## config.mk

```make
export PLATFORM = sky130hd
export DESIGN_NAME = cssc_clamp_source_select
export DESIGN_NICKNAME = d
export VERILOG_FILES = /design/src/design/cssc_pkg.sv /design/src/design/cssc_clamp_source_select.sv
export VERILOG_INCLUDE_DIRS = /design/src /design/src/design
export SDC_FILE = /design/constraint.sdc
export NUM_CORES = 1
export LEC_CHECK = 0
export BUFFER_PORTS_ARGS = -buffer_cell sky130_fd_sc_hd__buf_2
export CAP_MARGIN = 5
export CORE_MARGIN = 2
export CORE_UTILIZATION = 55
export CTS_CLUSTER_SIZE = 40
export DETAILED_ROUTE_END_ITERATION = 10
export PLACE_DENSITY = 0.74
export SYNTH_ARGS = -nofsm -noshare
export SYNTH_HDL_FRONTEND = slang
export SYNTH_SLANG_ARGS = --single-unit
export TNS_END_PERCENT = 20
```

## constraint.sdc

```tcl
create_clock -name ref_clk_i -period 2.66 [get_ports ref_clk_i]
set_input_delay 0.532 -clock ref_clk_i [delete_from_list [all_inputs] [get_ports ref_clk_i]]
set_output_delay 0.532 -clock ref_clk_i [all_outputs]
set_load 0.02 [all_outputs]
```

## src/design/cssc_defines.svh

```systemverilog
`ifndef CSSC_DEFINES_SVH
`define CSSC_DEFINES_SVH

`define CSSC_ADDR_W          8
`define CSSC_DATA_W          8

`define CSSC_OFS_PLL_MISC    8'h13
`define CSSC_OFS_START_HI    8'h14
`define CSSC_OFS_START_LO    8'h15
`define CSSC_OFS_CLAMP_W     8'h16
`define CSSC_OFS_BLC_CFG     8'h17
`define CSSC_OFS_DCR_CTRL    8'h18
`define CSSC_OFS_OFFSET      8'h19

`define CSSC_RST_PLL_MISC    8'h04
`define CSSC_RST_START_HI    8'h00
`define CSSC_RST_START_LO    8'h03
`define CSSC_RST_CLAMP_W     8'h10
`define CSSC_RST_BLC_CFG     8'h40
`define CSSC_RST_DCR_CTRL    8'h00
`define CSSC_RST_OFFSET      8'h00

`define CSSC_BIT_CINV_DIS    3
`define CSSC_FSEL_HI         5
`define CSSC_FSEL_LO         4
`define CSSC_BIT_BLC_DIS     0
`define CSSC_BIT_DCR_EN      0
`define CSSC_START_HI_W      5
`define CSSC_CLAMP_MIN_W     8'h02

`define CSSC_CLK_HZ          40000000
`define CSSC_UPD_TMO_MS      100
`define CSSC_UPD_TMO_CYC     ((`CSSC_CLK_HZ / 1000) * `CSSC_UPD_TMO_MS)
`define CSSC_TMO_W           22

`endif

```

## src/design/cssc_pkg.sv

```systemverilog
package cssc_pkg;

    typedef enum logic [1:0] {
        CSSC_FSEL_INT   = 2'b00,
        CSSC_FSEL_CLAMP = 2'b01,
        CSSC_FSEL_HOLD  = 2'b10,
        CSSC_FSEL_PIX   = 2'b11
    } cssc_fsel_t;

    typedef enum logic [1:0] {
        CSSC_ST_IDLE  = 2'b00,
        CSSC_ST_WAIT  = 2'b01,
        CSSC_ST_CLAMP = 2'b10
    } cssc_state_t;

    typedef struct packed {
        logic dc_restore;
        logic black_start;
        logic offset_load;
    } cssc_evt_t;

endpackage

```

## src/design/cssc_clamp_source_select.sv

```systemverilog
// Notes on behaviour
// - clock invert pin used unless bit3 forces low
// - bits 5:4 route aux: clamp, hold, external_pixel_clock
// - clamp pulse triggers dc restore if enabled
// - clamp pulse starts black level if enabled
// - every clamp pulse loads offset dac always
// - internal mode makes clamp each line itself when clamp width is at least 2
// - external clamp: offset changes at leading edge
// - no clamp: offset update within 100ms
//
// Design decision made here: strobed register access.
`timescale 1ns/1ps
`include "cssc_defines.svh"

module cssc_clamp_source_select
    import cssc_pkg::*;
#(
    parameter logic [`CSSC_TMO_W-1:0] TMO_CYC =
        `CSSC_TMO_W'(`CSSC_UPD_TMO_CYC)
) (
    input  wire logic                    ref_clk_i,
    input  wire logic                    resetn_i,
    input  wire logic [`CSSC_ADDR_W-1:0] addr_i,
    input  wire logic [`CSSC_DATA_W-1:0] wdata_i,
    input  wire logic                    wr_i,
    input  wire logic                    rd_i,
    output logic      [`CSSC_DATA_W-1:0] rdata_o,
    input  wire logic                    hsync_i,
    input  wire logic                    aux_i,
    input  wire logic                    clock_invert_input_i,
    output logic                         clk_invert_o,
    output logic                         clamp_o,
    output cssc_evt_t                    clamp_evt_o,
    output logic      [`CSSC_DATA_W-1:0] offset_dac_o,
    output logic                         pll_hold_input_o,
    output logic                         external_pixel_clock_o,
    output logic                         ext_external_pixel_clock_sel_o
);

    logic [7:0]       pll_misc_ff;
    logic [7:0]       start_hi_ff;
    logic [7:0]       start_lo_ff;
    logic [7:0]       clamp_w_ff;
    logic [7:0]       blc_cfg_ff;
    logic [7:0]       dcr_ctrl_ff;
    logic [7:0]       offset_ff;
    logic [7:0]       rdata_ff;
    logic             hs_s1_ff;
    logic             hs_s2_ff;
    logic             hs_d_ff;
    logic             aux_s1_ff;
    logic             aux_s2_ff;
    logic             aux_d_ff;
    logic             ci_s1_ff;
    logic             ci_s2_ff;
    cssc_state_t      state_ff;
    cssc_state_t      nxt_state;
    logic [12:0]      cnt_ff;
    logic [12:0]      nxt_cnt;
    logic             pending_ff;
    logic [`CSSC_TMO_W-1:0] tmo_ff;
    logic             clk_inv_ff;
    logic             clamp_ff;
    cssc_evt_t        evt_ff;
    logic [7:0]       dac_ff;
    logic             hold_ff;
    logic             pix_ff;
    logic             pix_sel_ff;

    function automatic logic wr_hit(input logic [7:0] ofs);
        wr_hit = wr_i && (addr_i == ofs);
    endfunction

    function automatic logic rise(input logic cur, input logic prev);
        rise = cur && !prev;
    endfunction

    // register decode and readback
    wire cssc_fsel_t  fsel       = cssc_fsel_t'(
        pll_misc_ff[`CSSC_FSEL_HI:`CSSC_FSEL_LO]);
    wire logic        cinv_dis   = pll_misc_ff[`CSSC_BIT_CINV_DIS];
    wire logic        blc_dis    = blc_cfg_ff[`CSSC_BIT_BLC_DIS];
    wire logic        dcr_en     = dcr_ctrl_ff[`CSSC_BIT_DCR_EN];
    wire logic [12:0] start_pix  = {start_hi_ff[`CSSC_START_HI_W-1:0],
                                    start_lo_ff};
    wire logic        width_ok   = clamp_w_ff >= `CSSC_CLAMP_MIN_W;
    wire logic        wr_offset  = wr_hit(`CSSC_OFS_OFFSET);

    logic [7:0] rd_mux;
    always_comb begin
        case (addr_i)
            `CSSC_OFS_PLL_MISC: rd_mux = pll_misc_ff;
            `CSSC_OFS_START_HI: rd_mux = start_hi_ff;
            `CSSC_OFS_START_LO: rd_mux = start_lo_ff;
            `CSSC_OFS_CLAMP_W:  rd_mux = clamp_w_ff;
            `CSSC_OFS_BLC_CFG:  rd_mux = blc_cfg_ff;
            `CSSC_OFS_DCR_CTRL: rd_mux = dcr_ctrl_ff;
            `CSSC_OFS_OFFSET:   rd_mux = offset_ff;
            default:            rd_mux = 8'h00;
        endcase
    end

    always_ff @(posedge ref_clk_i or negedge resetn_i) begin
        if (!resetn_i) begin
            pll_misc_ff <= `CSSC_RST_PLL_MISC;
            start_hi_ff <= `CSSC_RST_START_HI;
            start_lo_ff <= `CSSC_RST_START_LO;
            clamp_w_ff  <= `CSSC_RST_CLAMP_W;
            blc_cfg_ff  <= `CSSC_RST_BLC_CFG;
            dcr_ctrl_ff <= `CSSC_RST_DCR_CTRL;
            offset_ff   <= `CSSC_RST_OFFSET;
            rdata_ff    <= 8'h00;
        end else begin
            if (wr_hit(`CSSC_OFS_PLL_MISC)) pll_misc_ff <= wdata_i;
            if (wr_hit(`CSSC_OFS_START_HI)) start_hi_ff <= wdata_i;
            if (wr_hit(`CSSC_OFS_START_LO)) start_lo_ff <= wdata_i;
            if (wr_hit(`CSSC_OFS_CLAMP_W))  clamp_w_ff  <= wdata_i;
            if (wr_hit(`CSSC_OFS_BLC_CFG))  blc_cfg_ff  <= wdata_i;
            if (wr_hit(`CSSC_OFS_DCR_CTRL)) dcr_ctrl_ff <= wdata_i;
            if (wr_offset)                  offset_ff   <= wdata_i;
            rdata_ff <= rd_i ? rd_mux : 8'h00;
        end
    end

    // pin synchronisers and edge history
    always_ff @(posedge ref_clk_i or negedge resetn_i) begin
        if (!resetn_i) begin
            hs_s1_ff  <= 1'b0;
            hs_s2_ff  <= 1'b0;
            hs_d_ff   <= 1'b0;
            aux_s1_ff <= 1'b0;
            aux_s2_ff <= 1'b0;
            aux_d_ff  <= 1'b0;
            ci_s1_ff  <= 1'b0;
            ci_s2_ff  <= 1'b0;
        end else begin
            hs_s1_ff  <= hsync_i;
            hs_s2_ff  <= hs_s1_ff;
            hs_d_ff   <= hs_s2_ff;
            aux_s1_ff <= aux_i;
            aux_s2_ff <= aux_s1_ff;
            aux_d_ff  <= aux_s2_ff;
            ci_s1_ff  <= clock_invert_input_i;
            ci_s2_ff  <= ci_s1_ff;
        end
    end

    // internal clamp generator, one pulse per line
    wire logic hs_trail  = rise(hs_d_ff, hs_s2_ff);
    wire logic int_start = (state_ff == CSSC_ST_WAIT) &&
                           (cnt_ff == start_pix) && width_ok;

    always_comb begin
        nxt_state = state_ff;
        nxt_cnt   = cnt_ff + 13'h0001;
        case (state_ff)
            CSSC_ST_IDLE: begin
                nxt_cnt = 13'h0000;
            end
            CSSC_ST_WAIT: begin
                if (cnt_ff == start_pix) begin
                    nxt_cnt   = 13'h0000;
                    nxt_state = width_ok ? CSSC_ST_CLAMP : CSSC_ST_IDLE;
                end
            end
            CSSC_ST_CLAMP: begin
                if (cnt_ff == {5'h00, clamp_w_ff} - 13'h0001) begin
                    nxt_state = CSSC_ST_IDLE;
                end
            end
            default: begin
                nxt_state = CSSC_ST_IDLE;
            end
        endcase
        if (hs_trail) begin
            nxt_state = CSSC_ST_WAIT;
            nxt_cnt   = 13'h0000;
        end
    end

    always_ff @(posedge ref_clk_i or negedge resetn_i) begin
        if (!resetn_i) begin
            state_ff <= CSSC_ST_IDLE;
            cnt_ff   <= 13'h0000;
        end else begin
            state_ff <= nxt_state;
            cnt_ff   <= nxt_cnt;
        end
    end

    // source routing and clamp events
    wire logic mode_int   = fsel == CSSC_FSEL_INT;
    wire logic mode_ext   = fsel == CSSC_FSEL_CLAMP;
    wire logic ext_rise   = mode_ext && rise(aux_s2_ff, aux_d_ff);
    wire logic clamp_rise = (mode_int && int_start) || ext_rise;
    wire logic clamp_lvl  = mode_int ? (state_ff == CSSC_ST_CLAMP) :
                            (mode_ext && aux_s2_ff);
    wire logic tmo_hit    = pending_ff && !mode_ext &&
                            (tmo_ff == TMO_CYC - 1'b1);
    wire logic load_now   = clamp_rise || tmo_hit;
    wire cssc_evt_t nxt_evt = '{dc_restore:  clamp_rise && dcr_en,
                                black_start: clamp_rise && !blc_dis,
                                offset_load: load_now};

    always_ff @(posedge ref_clk_i or negedge resetn_i) begin
        if (!resetn_i) begin
            pending_ff <= 1'b0;
            tmo_ff     <= '0;
        end else begin
            pending_ff <= wr_offset || (pending_ff && !load_now);
            tmo_ff     <= (wr_offset || load_now || mode_ext) ? '0 :
                          (pending_ff ? tmo_ff + 1'b1 : '0);
        end
    end

    always_ff @(posedge ref_clk_i or negedge resetn_i) begin
        if (!resetn_i) begin
            clk_inv_ff <= 1'b0;
            clamp_ff   <= 1'b0;
            evt_ff     <= '0;
            dac_ff     <= `CSSC_RST_OFFSET;
            hold_ff    <= 1'b0;
            pix_ff     <= 1'b0;
            pix_sel_ff <= 1'b0;
        end else begin
            clk_inv_ff <= ci_s2_ff && !cinv_dis;
            clamp_ff   <= clamp_lvl;
            evt_ff     <= nxt_evt;
            if (load_now) dac_ff <= offset_ff;
            hold_ff    <= (fsel == CSSC_FSEL_HOLD) && aux_s2_ff;
            pix_ff     <= (fsel == CSSC_FSEL_PIX) && aux_s2_ff;
            pix_sel_ff <= fsel == CSSC_FSEL_PIX;
        end
    end

    assign rdata_o                = rdata_ff;
    assign clk_invert_o           = clk_inv_ff;
    assign clamp_o                = clamp_ff;
    assign clamp_evt_o            = evt_ff;
    assign offset_dac_o           = dac_ff;
    assign pll_hold_input_o       = hold_ff;
    assign external_pixel_clock_o = pix_ff;
    assign ext_external_pixel_clock_sel_o       = pix_sel_ff;
endmodule

```

==> metrics <==
outcome completed; Core Box Area 0.01023 mm^2; multi-input logic area 0.002475 mm^2; Die Y about 110 um; Distinct cells, synth 49; Seq/Total Area, Yosys 0.5523; number of flops mapped to enable cells by yosys 0; nets 567; Starting Density 0.5591; RSZ-0062 raised after global routing false; most common cell in the netlist dfrtp_1; H-tree depth 4; vias in the first global route 4068; synthesis warning total 0; Area contributors post-synth dfrtp_1 53%, mux2_2 12%, xor2_1 4.7%; Max transition margin 0.5556; CTS tree done; class of the worst hold path primary input to async pin; Clock transition at path regs 60 ps; total power roughly 5.3 mW; peak supply drop 0.3559 mV; Post-Syn Area 0.005720 mm^2; placed cell count 657; CP Data Required Time 3060 ps; Sink Count 126; crit path launch type flop; Worst Clk Skew 4.892 ps; top cell type's share of synthesized area 0.5293; total CTS buffers 17; dominant synthesized flop cell dfrtp_1; Crit Path Class flop to flop; syn nets 500; Max clock buf depth 2; Seq cells post-synth 126; final setup TNS 0 ps; routability cong. around 0.9; synthesized area per cell 12.09 um^2; Routed wire per std cell roughly 18 um; Top Ports 47; largest area contributor in the netlist dfrtp_1; initial antenna violation count 0; GRT Total Usage 0.2443; Worst-Margin Slew roughly 670 ps; CTS Hold Bufs 0; global route overflow 0; Area Overhead vs Synth 19.75%; count of input and output buffers 46; fin crit period approximately 2200 ps; HPWL reported at the end of detailed placement 8574 um; # setup viols final 0; non-filler cells, final a little under 700; TritonRoute pass-1 iters 7; post_cts resized 0; Syn Inst Count around 470; fin crit share 0.8326; Antenna Violating Nets Remaining 0; register area 0.003159 mm^2; CP arrival about 2600 ps; # Post-CTS Setup Buffers 0; clock latency on the worst-skew pair 520 ps; clk root buf clkbuf_8; most instantiated cells after synthesis 121 x dfrtp_1, 61 x mux2_2, 47 x nor2_1, 31 x xor2_1, 21 x xnor2_1; leakage power around 3.2 nW; Layout fillers 721; vias per cell 5.954; Die W 106.0 um; Final Slew Violations 0; Post-Route WL 12720 um; max_cap viols 0; diode count 0; Hold Slack between 100 and 150 ps; Max FO, Critical Path 10; Vias 4102; Fmax 0.4515 GHz; Worst Setup End Kind flop; Async S/R FF share, synth 1.000; Cell Pwr Density 775.8 mW/mm^2; largest net degree at the start of global routing around 130; Die ar. roughly 0.011 mm^2; first-pass GRT wire length about 21000 um; Final Hold Viols 0; site row count 37; detailed-route DRC error count 0; 1st-iter DRT viols 356; layout cells sized above 1 0.3146
==> cell type report <==
type / instances / area share
well taps: 136 / 0.02484
clock inverters: 11 / 0.03068
multi-input cells: 327 / 0.3613
flip-flops and latches: 126 / 0.4612
inverters: 9 / 0.004932
clock buffers: 21 / 0.06703
repair buffers: 59 / 0.05005
==> cell usage in the layout, fill, tap and decap left out, drive strengths merged, types with 10 or more instances in the layout <==
cell,n
a22oi,16
a31oi,10
buf,59
clkbuf,21
dfrtp,121
mux2,61
nand2,23
nand3,19
nand4,10
nor2,52
xnor2,21
xor2,31
==> logic make-up after synthesis <==
kind of cell | after synthesis | share of synthesized area
compound gates | 58 | 0.07480
xor+xnor | 52 | 0.07962
fa+ha+maj | 4 | 0.008749
buf+inv | 20 | 0.01509
flops | 126 | 0.5523
mux | 63 | 0.1236
simple gates | 150 | 0.1459
==> where the power goes <==
group          total, mW  switching (mW)  internal (mW)
Sequential          2.15           0.103           2.04
Clock               2.59           0.811           1.78
Combinational      0.577           0.345          0.232
==> path summary, 6_finish.rpt <==
| kind | slack, ps | depth (start not counted) | end | from |
|---|---|---|---|---|
| max reg2reg | 450 | 6 | offset_dac_o[6] | start_lo_ff[1] |
| max in group asynchronous | 2050 | 2 | clamp_w_ff[0] | resetn_i |
| min | 100 | 2 | tmo_ff[17] | resetn_i |
| max | 450 | 6 | offset_dac_o[6] | start_lo_ff[1] |
| min in group ref_clk_i | 120 | 1 | ci_s1_ff | clock_invert_input_i |
| min reg2reg | 340 | 0 | aux_s2_ff | aux_s1_ff |
==> stage by stage <==
step           utilization  setup slack [ps]  cell area, um^2
2_1_floorplan            -             587.6             5720
3_3_place_gp        0.6041             426.9             6181
3_5_place_dp        0.6041             395.6             6181
4_1_cts             0.6696             414.7             6850
5_1_grt             0.6696             243.4             6850
6_report            0.6696             445.2             6850
==> worst max-delay path: stages, from the launching register on <==
cell	delay, ps
dfstp_2	550
xnor2_1	120
nand4_1	190
nor4_4	270
a31oi_2	220
o21ai_4	360
mux2_2	380
==> layer usage <==
| layer | vias up | GRT usage | wire length [um] |
|---|---|---|---|
| met2 | 137 | 0.3829 | 6168 |
| li1 | 1839 | - | - |
| met3 | 31 | 0.05641 | 621 |
| met4 | 0 | 0.1006 | 299 |
| met1 | 2095 | 0.3305 | 5625 |
| met5 | - | 0 | 0 |
==> state kept, by name, summed over array words and instances, names as in the netlist, 2 cells and up <==
signal / flops
cnt_ff: 13
dcr_ctrl_ff: 8
clamp_w_ff: 8
rdata_o: 8
offset_dac_o: 8
pll_misc_ff: 8
offset_ff: 8
tmo_ff: 22
state_ff: 2
clamp_evt_o: 3
start_hi_ff: 8
start_lo_ff: 8
blc_cfg_ff: 8
(Power assumes the default switching activity.)
